[config.mk]
export PLATFORM = sky130hd
export DESIGN_NAME = zdt_core
export DESIGN_NICKNAME = d
export VERILOG_FILES = /design/src/hdl/zdt_pkg.sv /design/src/hdl/zdt_core.sv /design/src/hdl/zdt_sync.sv
export SDC_FILE = /design/constraint.sdc
export NUM_CORES = 1
export LEC_CHECK = 0
export BUFFER_PORTS_ARGS = -buffer_cell sky130_fd_sc_hd__buf_2
export CAP_MARGIN = 5
export CORE_UTILIZATION = 50
export CTS_BUF_LIST = sky130_fd_sc_hd__clkbuf_8 sky130_fd_sc_hd__clkbuf_16
export CTS_CLUSTER_SIZE = 28
export DETAILED_ROUTE_END_ITERATION = 10
export PLACE_DENSITY = 0.7
export SYNTH_ARGS = -nofsm -noshare
export SYNTH_HDL_FRONTEND = slang
export SYNTH_SLANG_ARGS = --single-unit
export TNS_END_PERCENT = 30
[constraint.sdc]
create_clock -name clk -period 23.1 [get_ports clk]
set_input_delay 4.62 -clock clk [delete_from_list [all_inputs] [get_ports clk]]
set_output_delay 4.62 -clock clk [all_outputs]
set_load 0.05 [all_outputs]
[src/hdl/zdt_pkg.sv]
// constants, types and state for the zvs tuning and dead-time block
// Functional notes
// - judge zvs by threshold crossing within window
// - no crossing: request longer high-side on-time
// - settled loop steps one lsb per cycle
// - valley switching first, settled within 15 cycles
// - control both high-low and low-high dead times
// - window grows linearly to 140% below 666 ua
// - sample line current while low side on
// - no valid zcd at expiry: wait rising edge
// - high side on right at zcd falling edge
// - same low-high dead time for both switch types
// - zcd and line data from aux sense input; code takes line data from line_sense_current
package zdt_pkg;

    // ****************************************
    // timing
    // ****************************************
    localparam int CLK_NS = 20;
    localparam int LS_ON_NS = 1000; // fixed low-side conduction time
    localparam int LS_ON_CYC = (LS_ON_NS + CLK_NS - 1) / CLK_NS;
    localparam int SETTLE_CYCLES = 15; // switching cycles to settle

    // ****************************************
    // widths and tuning constants
    // ****************************************
    localparam int TDM_W = 8;
    localparam int LINE_W = 10;
    localparam int TZ_W = 8;
    localparam int CNT_W = 9;
    localparam int STEP_W = 4;
    localparam int CYC_W = 4;
    localparam int PROD_W = 18;
    localparam logic [STEP_W-1:0] STEP_COARSE = 4'h8;
    localparam logic [STEP_W-1:0] STEP_LSB = 4'h1;
    localparam logic [TDM_W-1:0] TDM_MAX = 8'hff;
    localparam logic [TDM_W-1:0] TDM_RESET = 8'h00;
    localparam logic [CYC_W-1:0] CYC_LAST = 4'he; // SETTLE_CYCLES - 1
    localparam logic [CNT_W-1:0] LS_ON_LAST = CNT_W'(LS_ON_CYC - 1);

    // ****************************************
    // transition window law
    // ****************************************
    localparam logic [LINE_W-1:0] LINE_SENSE_CURRENT_KNEE_UA = 10'h29a; // 666 ua
    localparam logic [PROD_W-1:0] EXT_DIV = 18'h003e8; // 400 ua span, 40% ext
    localparam logic [PROD_W-1:0] EXT_NUM = 18'h00002; // 140% cap = 2/5 extra
    localparam logic [PROD_W-1:0] EXT_DEN = 18'h00005;

    // ****************************************
    // types
    // ****************************************
    typedef enum logic [2:0] {
        ST_LS_ON = 3'h0,
        ST_WAIT_FALL = 3'h1,
        ST_HS_ON = 3'h2,
        ST_TZ = 3'h3,
        ST_WAIT_RISE = 3'h4
    } zdt_state_t;

    typedef struct packed {
        logic sw_cross;
        logic aux_high;
        logic [LINE_W-1:0] line_ua;
        logic [TZ_W-1:0] tz_min;
    } zdt_pins_t;

    localparam int PINS_W = $bits(zdt_pins_t);

    typedef struct packed {
        zdt_state_t st;
        logic [CNT_W-1:0] cnt;
        logic [TDM_W-1:0] tdm;
        logic [TDM_W-1:0] tdm_pend;
        logic [STEP_W-1:0] step;
        logic last_up;
        logic settled;
        logic [CYC_W-1:0] cyc;
        logic crossed;
        logic [LINE_W-1:0] line;
        logic zcd_d;
        logic hs;
        logic ls;
    } zdt_core_t;

endpackage

[src/hdl/zdt_core.sv]
// adaptive zvs on-time tuning and dead-time control
module zdt_core (
    input wire logic clk,
    input wire logic reset,
    input wire logic switch_node_sense_input,
    input wire logic aux_sense_input,
    input wire logic [zdt_pkg::LINE_W-1:0] line_sense_current,
    input wire logic [zdt_pkg::TZ_W-1:0] window_program_pin,
    output logic high_side_gate_cmd,
    output logic low_side_gate_cmd,
    output logic [zdt_pkg::TDM_W-1:0] on_time_count,
    output logic tune_settled
);
    import zdt_pkg::*;

    // ****************************************
    // pin synchronisation
    // ****************************************
    zdt_pins_t pins_raw;
    zdt_pins_t pins;
    logic [PINS_W-1:0] pins_q;

    assign pins_raw = '{sw_cross: switch_node_sense_input, aux_high: aux_sense_input,
                        line_ua: line_sense_current, tz_min: window_program_pin};

    zdt_sync #(.W(PINS_W)) u_sync (
        .clk(clk),
        .reset(reset),
        .d(pins_raw),
        .q(pins_q)
    );

    assign pins = zdt_pins_t'(pins_q);

    // ****************************************
    // transition window law
    // ****************************************
    zdt_core_t state_reg;
    zdt_core_t state_next;
    logic zero_current_detect;
    logic [PROD_W-1:0] diff;
    logic [PROD_W-1:0] ext;
    logic [PROD_W-1:0] cap;
    logic [PROD_W-1:0] tz_sum;
    logic [CNT_W-1:0] tz_cyc;

    assign zero_current_detect = pins.aux_high;

    // extension grows linearly below the knee, clipped at 40% of the minimum
    always_comb begin
        diff = '0;
        if (state_reg.line < LINE_SENSE_CURRENT_KNEE_UA) begin
            diff = PROD_W'(LINE_SENSE_CURRENT_KNEE_UA - state_reg.line);
        end
        ext = PROD_W'((PROD_W'(pins.tz_min) * diff) / EXT_DIV);
        cap = PROD_W'((PROD_W'(pins.tz_min) * EXT_NUM) / EXT_DEN);
        tz_sum = PROD_W'(pins.tz_min) + ((ext > cap) ? cap : ext);
        tz_cyc = (tz_sum == '0) ? CNT_W'(1) : CNT_W'(tz_sum);
    end

    // ****************************************
    // switching sequence and tuning loop
    // ****************************************
    logic tz_end;
    logic crossed_now;
    logic up;
    logic zcd_fall;
    logic zcd_rise;
    logic [TDM_W:0] tdm_up;
    logic [TDM_W:0] tdm_dn;
    logic [TDM_W:0] delta;

    assign zcd_fall = state_reg.zcd_d & ~zero_current_detect;
    assign zcd_rise = ~state_reg.zcd_d & zero_current_detect;
    // at or past the last window cycle, so a strap change mid-window cannot stall it
    assign tz_end = (state_reg.st == ST_TZ) && (state_reg.cnt >= tz_cyc - CNT_W'(1));
    assign crossed_now = state_reg.crossed | pins.sw_cross;
    assign up = ~crossed_now;

    always_comb begin
        state_next = state_reg;
        state_next.zcd_d = zero_current_detect;
        state_next.cnt = state_reg.cnt + CNT_W'(1);
        delta = state_reg.settled ? (TDM_W+1)'(STEP_LSB) : (TDM_W+1)'(state_reg.step);
        tdm_up = {1'b0, state_reg.tdm} + delta;
        tdm_dn = ({1'b0, state_reg.tdm} > delta) ? {1'b0, state_reg.tdm} - delta : '0;
        unique case (state_reg.st)
            ST_LS_ON: begin
                state_next.line = pins.line_ua;
                if (state_reg.cnt >= LS_ON_LAST) begin
                    state_next.st = ST_WAIT_FALL;
                end
            end
            ST_WAIT_FALL: begin
                // low-to-high dead time ends on zcd falling, for either switch type
                if (zcd_fall) begin
                    state_next.cnt = '0;
                    state_next.crossed = 1'b0;
                    // zero on-time means valley switching with no high-side pulse
                    state_next.st = (state_reg.tdm != '0) ? ST_HS_ON : ST_TZ;
                end
            end
            ST_HS_ON: begin
                if (state_reg.cnt >= CNT_W'(state_reg.tdm) - CNT_W'(1)) begin
                    state_next.cnt = '0;
                    state_next.st = ST_TZ;
                end
            end
            ST_TZ: begin
                state_next.crossed = crossed_now;
                if (tz_end) begin
                    // decision is held pending until the next cycle starts
                    state_next.tdm_pend = up ? ((tdm_up > (TDM_W+1)'(TDM_MAX)) ? TDM_MAX : tdm_up[TDM_W-1:0])
                                             : tdm_dn[TDM_W-1:0];
                    state_next.last_up = up;
                    if (!state_reg.settled) begin
                        state_next.cyc = state_reg.cyc + CYC_W'(1);
                        if (up != state_reg.last_up && state_reg.step > STEP_LSB) begin
                            state_next.step = state_reg.step >> 1;
                        end
                        if (state_reg.cyc == CYC_LAST ||
                            (up != state_reg.last_up && state_reg.step == STEP_LSB)) begin
                            state_next.settled = 1'b1;
                            state_next.step = STEP_LSB;
                        end
                    end
                    state_next.cnt = '0;
                    if (zero_current_detect) begin
                        state_next.st = ST_LS_ON;
                        state_next.tdm = state_next.tdm_pend;
                    end else begin
                        state_next.st = ST_WAIT_RISE;
                    end
                end
            end
            ST_WAIT_RISE: begin
                if (zcd_rise) begin
                    state_next.cnt = '0;
                    state_next.st = ST_LS_ON;
                    state_next.tdm = state_reg.tdm_pend;
                end
            end
            default: begin
                state_next.st = ST_WAIT_RISE;
            end
        endcase
        // gates follow the next state, so both are low through each dead time
        state_next.hs = (state_next.st == ST_HS_ON);
        state_next.ls = (state_next.st == ST_LS_ON) && (state_reg.st != ST_TZ || tz_end || state_reg.ls);
    end

    // state register
    always_ff @(posedge clk) begin
        if (reset) begin
            state_reg <= '{st: ST_WAIT_RISE, cnt: '0, tdm: TDM_RESET, tdm_pend: TDM_RESET,
                           step: STEP_COARSE, last_up: 1'b1, settled: 1'b0, cyc: '0,
                           crossed: 1'b0, line: '0, zcd_d: 1'b0, hs: 1'b0, ls: 1'b0};
        end else begin
            state_reg <= state_next;
        end
    end

    // outputs straight from the state register
    assign high_side_gate_cmd = state_reg.hs;
    assign low_side_gate_cmd = state_reg.ls;
    assign on_time_count = state_reg.tdm;
    assign tune_settled = state_reg.settled;
endmodule

[src/hdl/zdt_sync.sv]
// two-stage synchroniser for pin inputs
module zdt_sync #(
    parameter int W = 1
) (
    input wire logic clk,
    input wire logic reset,
    input wire logic [W-1:0] d,
    output logic [W-1:0] q
);
    logic [1:0][W-1:0] state_reg;
    logic [1:0][W-1:0] state_next;

    // stage 0 feeds only stage 1
    always_comb begin
        state_next[0] = d;
        state_next[1] = state_reg[0];
    end

    always_ff @(posedge clk) begin
        if (reset) begin
            state_reg <= '0;
        end else begin
            state_reg <= state_next;
        end
    end

    assign q = state_reg[1];
endmodule
==> results summary <==
The max-slew violation total from the final report is 0. The sequential standard cell area is ~1800 µm². The prevailing post-synth register cell is sky130_fd_sc_hd__dfxtp_1. Broken down by cell family, the worst path's largest delay share belongs to compound AO/OA/AOI/OAI gates. The total overflow reported by the global router came out at 0.

The total clock sinks came out at between 90 and 100. Prior to clock tree synthesis, the placed netlist has a worst setup slack of between 3 and 4 ns. The static leakage power is between 5 and 6 nW. The final sum of negative setup slack is 0 ns.

The H-tree level count came out at 3. Clock-pin slew was measured on the worst setup and hold paths at 0.07 ns. After technology mapping, the gate count stands at approximately 1,500. The number of synthesized flops with an enable pin is 0. The slowest cell on the critical path is sky130_fd_sc_hd__a21boi_1. The peak fanout along the critical path is 19. Buffers placed on the I/O ports in this run total 32. The design draws between 0.7 and 0.8 mW. The sum of routed wire length over all layers is around 28 mm. The CTS tree is done. The number of synthesis warnings came out at 0. The synthesized flop and latch total came out at a little over 90. The launch instance of the worst min-delay path is u_sync.state_next[24].

The starting density of the core is 51.6%. At the worst endpoint, the required time is between 20 and 25 ns. The total DRC errors in the routed layout is 0. The critical path startpoint is state_reg[3]. The total number of nets in the final design is between 1,500 and 2,000.

Hold timing on the final database bottoms out at a slack of 0.433 ns. The post-CTS setup repair buffer count came out at 0. Yosys attributes the largest share of cell area to sky130_fd_sc_hd__dfxtp_1 (16%), sky130_fd_sc_hd__fa_1 (12%), sky130_fd_sc_hd__ha_1 (8.3%), sky130_fd_sc_hd__a21oi_1 (4.8%), sky130_fd_sc_hd__nor2_1 (4.2%). The most numerous cell on the critical path is sky130_fd_sc_hd__a21oi_1.

The slew at the pin closest to its max-slew limit came out at 1.23 ns. The number of buffers created by CTS came out at 9. The detail-routed net length per standard cell came out at 15.7 µm. The number of placement rows came out at 55. The pin count of the biggest net entering global routing came out at between 40 and 50. Global routing used roughly two fifths of the available met2 tracks. The endpoint identified for the worst register-to-register timing path is on_time_count[1]. The final antenna diode count came out at 0.

The post-synthesis cell type count is approximately 110. The path class of the lowest-slack min-delay path is register to register. The slack of the worst reg-to-reg path came out at 3.09 ns. The detailed-routing iteration count for the pre-antenna-repair pass is 5. Dividing the final minimum period by the clock period gives between 80% and 90%.

The boundary pin count came out at 33. The footprint of the multi-input gates is just over 9000 µm². At the worst endpoint, the arrival time is 20.25 ns.

Across the VDD grid, the largest voltage drop is between 0.05 and 0.06 mV. The met1 track utilization from global routing is between 30 and 40%. The maximum buffer depth of the clock tree came out at 2.

In the global route stage, met3 resource usage came out at 2.34%. The final-report hold violation count is 0. The power per unit of standard cell area is ~64 nW/µm². Setup repair after global routing left no endpoint under its margin. Max-cap violations in this run came to 0. The proportion of register bits with asynchronous set or reset after synthesis came out at 0%. The startpoint of the worst-slack reg-to-reg timing path is state_reg[3]. The total stage count of the critical path is 78. The master cell of the clock root buffer is sky130_fd_sc_hd__clkbuf_16. Headroom to the max-slew limit came out at 17.6%. The worst-case setup margin in the final layout came out at roughly 3.1 ns. Using the TritonRoute via totals, the vias-per-cell ratio works out to ~5.9.

The cts-stage hold buffer count came out at 0. The placer's final routability congestion estimate is 0.919. The region available for standard cell placement spans 22,800 µm². Summed over all instances, the cell type with the most area after synthesis is sky130_fd_sc_hd__dfxtp_1. The worst setup path is of the register to register kind. The register with the most flip-flops in the layout has 41 of them.

The number of global-route vias before repair is 9,899. Counting both buffers and inverters, the worst setup path holds a total of 5. The flow ran to the end, and the final reports show no timing, DRC or antenna violations. Measured in cells, the most critical reg-to-reg path has a length of 78. The die is roughly 160 µm tall. Of the cells placed in the final design, the portion with a size suffix greater than 1 is between 8 and 9%. Across every metal layer, demand over resource in global routing totals between 20% and 30%.

The clock network latency to the later pin of the worst-skew pair is around 0.34 ns. After global routing, the most crowded layer is met2. The floorplan step set the die width to 156 µm.

The routed via count is about 11,000. The smallest clock period supported by the final layout is computed as 20.01 ns. The synthesized netlist occupies a cell area of between 10,000 and 15,000 µm². The maximum clock frequency came out at between 0.04 and 0.05 GHz. From synthesis to final layout, the design area changed by 4.99%. The number of resized instances in the post-cts repair step came out at 0. The number of filler cells placed in the layout came out at 2,190.

The worst setup skew after layout is between 0.009 and 0.01 ns. STA classifies the critical path startpoint as a register. The detailed-placement wirelength estimate came out at between 20 and 25 mm. The overall die area came out at 24,200 µm².

STA classifies the critical path endpoint as a register. The global-route wire length before repair is 47.8 mm. The synthesized netlist net count came out at about 1,700. The delay of the slowest cell on the worst path is approximately 0.9 ns. The last element of the critical path is on_time_count[1]. The initial detailed-routing violation count came out at just over 900.

The post-synthesis average cell area came out at between 7 and 8 µm². The final number of setup-violating endpoints came out at 0. The number of antenna violations at the first check in global routing was 0.

The sequential cell area fraction in the yosys report came out at ~16%. The remaining antenna violation count came out at 0. The top cell type by area accounts for between 10% and 20% of the synthesized area.
==> synth_stat cells (13+ instances only) <==
cell	instances
sky130_fd_sc_hd__xor2_1	20
sky130_fd_sc_hd__a211o_1	13
sky130_fd_sc_hd__and3_1	27
sky130_fd_sc_hd__fa_1	72
sky130_fd_sc_hd__a211oi_1	34
sky130_fd_sc_hd__inv_1	120
sky130_fd_sc_hd__o21ai_0	50
sky130_fd_sc_hd__a21o_1	18
sky130_fd_sc_hd__ha_1	78
sky130_fd_sc_hd__nand2b_1	23
sky130_fd_sc_hd__nand2_1	121
sky130_fd_sc_hd__a31oi_1	13
sky130_fd_sc_hd__o211ai_1	13
sky130_fd_sc_hd__nor3_1	79
sky130_fd_sc_hd__nand3_1	38
sky130_fd_sc_hd__xnor2_1	56
sky130_fd_sc_hd__dfxtp_1	92
sky130_fd_sc_hd__clkbuf_1	52
sky130_fd_sc_hd__and2_1	18
sky130_fd_sc_hd__nor2b_1	56
sky130_fd_sc_hd__nor2_1	131
sky130_fd_sc_hd__a21oi_1	112
sky130_fd_sc_hd__mux2i_1	21
==> routing by layer <==
metal  part of all wire, %  wire [µm]  up-vias
met5                     0          0        -
met4                   2.4        693        0
met3                   5.1       1450       55
met2                    46      13100      324
met1                    46      13200     4989
li1                      -          -     5309
==> cells by family after synthesis <==
kind of cell / share of synthesized area (%)
compound gates: 23.7
xor+xnor: 5.65
fa+ha+maj: 21.1
buf+inv: 6.93
flops: 15.6
mux: 2.60
other cells: 0.0318
simple gates: 24.3
==> worst min path at each step <==
stage / endpoint / slack (ns) / cells past startpoint
after global placement: u_sync.q[14] / 0.42 / 1
final: u_sync.q[4] / 0.43 / 1
after CTS: u_sync.q[4] / 0.44 / 1
after floorplan: u_sync.q[0] / 0.41 / 1
after detailed placement: u_sync.q[4] / 0.42 / 1
after global routing: state_reg[5] / 0.45 / 2
==> cell usage in the layout (no fill, tap or decap), types with 12 or more instances in the layout <==
master / instances
sky130_fd_sc_hd__nor2_1: 131
sky130_fd_sc_hd__nand2_1: 121
sky130_fd_sc_hd__inv_1: 120
sky130_fd_sc_hd__a21oi_1: 112
sky130_fd_sc_hd__dfxtp_1: 92
sky130_fd_sc_hd__nor3_1: 79
sky130_fd_sc_hd__ha_1: 78
sky130_fd_sc_hd__fa_1: 72
sky130_fd_sc_hd__xnor2_1: 56
sky130_fd_sc_hd__nor2b_1: 56
sky130_fd_sc_hd__o21ai_0: 50
sky130_fd_sc_hd__nand3_1: 38
sky130_fd_sc_hd__a211oi_1: 34
sky130_fd_sc_hd__buf_2: 32
sky130_fd_sc_hd__and3_1: 27
sky130_fd_sc_hd__nand2b_1: 23
sky130_fd_sc_hd__mux2i_1: 21
sky130_fd_sc_hd__xor2_1: 20
sky130_fd_sc_hd__and2_1: 18
sky130_fd_sc_hd__a21o_1: 18
sky130_fd_sc_hd__o211ai_1: 13
sky130_fd_sc_hd__a31oi_1: 13
sky130_fd_sc_hd__a211o_1: 13
sky130_fd_sc_hd__o21a_1: 12
sky130_fd_sc_hd__o21bai_1: 12
==> worst register-to-register path: cells and delay by family (launching register included) <==
family	cells	cell delay, ns
simple gates	26	5.70
mux	2	0.69
compound gates	32	7.60
fa+ha+maj	11	3.87
buf+inv	5	0.69
flops	1	0.41
xor+xnor	2	0.94
==> layout make-up <==
cell class	instances	area share [%]
Clock buffer	9	1.82
Clock inverter	6	0.404
Inverter	130	3.96
Multi-Input combinational cell	1216	73.8
Sequential cell	92	14.9
Tap cell	313	3.17
Timing Repair Buffer	43	1.96
==> metrics by stage <==
step	util, %	cells	instance area [µm²]
2_1_floorplan	-	1512	11800
3_3_place_gp	53.0	1794	12100
3_5_place_dp	53.0	1794	12100
4_1_cts	54.2	1809	12400
5_1_grt	54.2	1809	12400
6_report	54.2	1809	12400
==> power by group <==
group / internal, mW / leakage (nW) / switching, mW
clock: 0.0734 / 0.129 / 0.0619
combinational: 0.189 / 4.38 / 0.295
sequential: 0.163 / 0.752 / 0.00652
No activity file was read; power rests on OpenSTA's default activity.
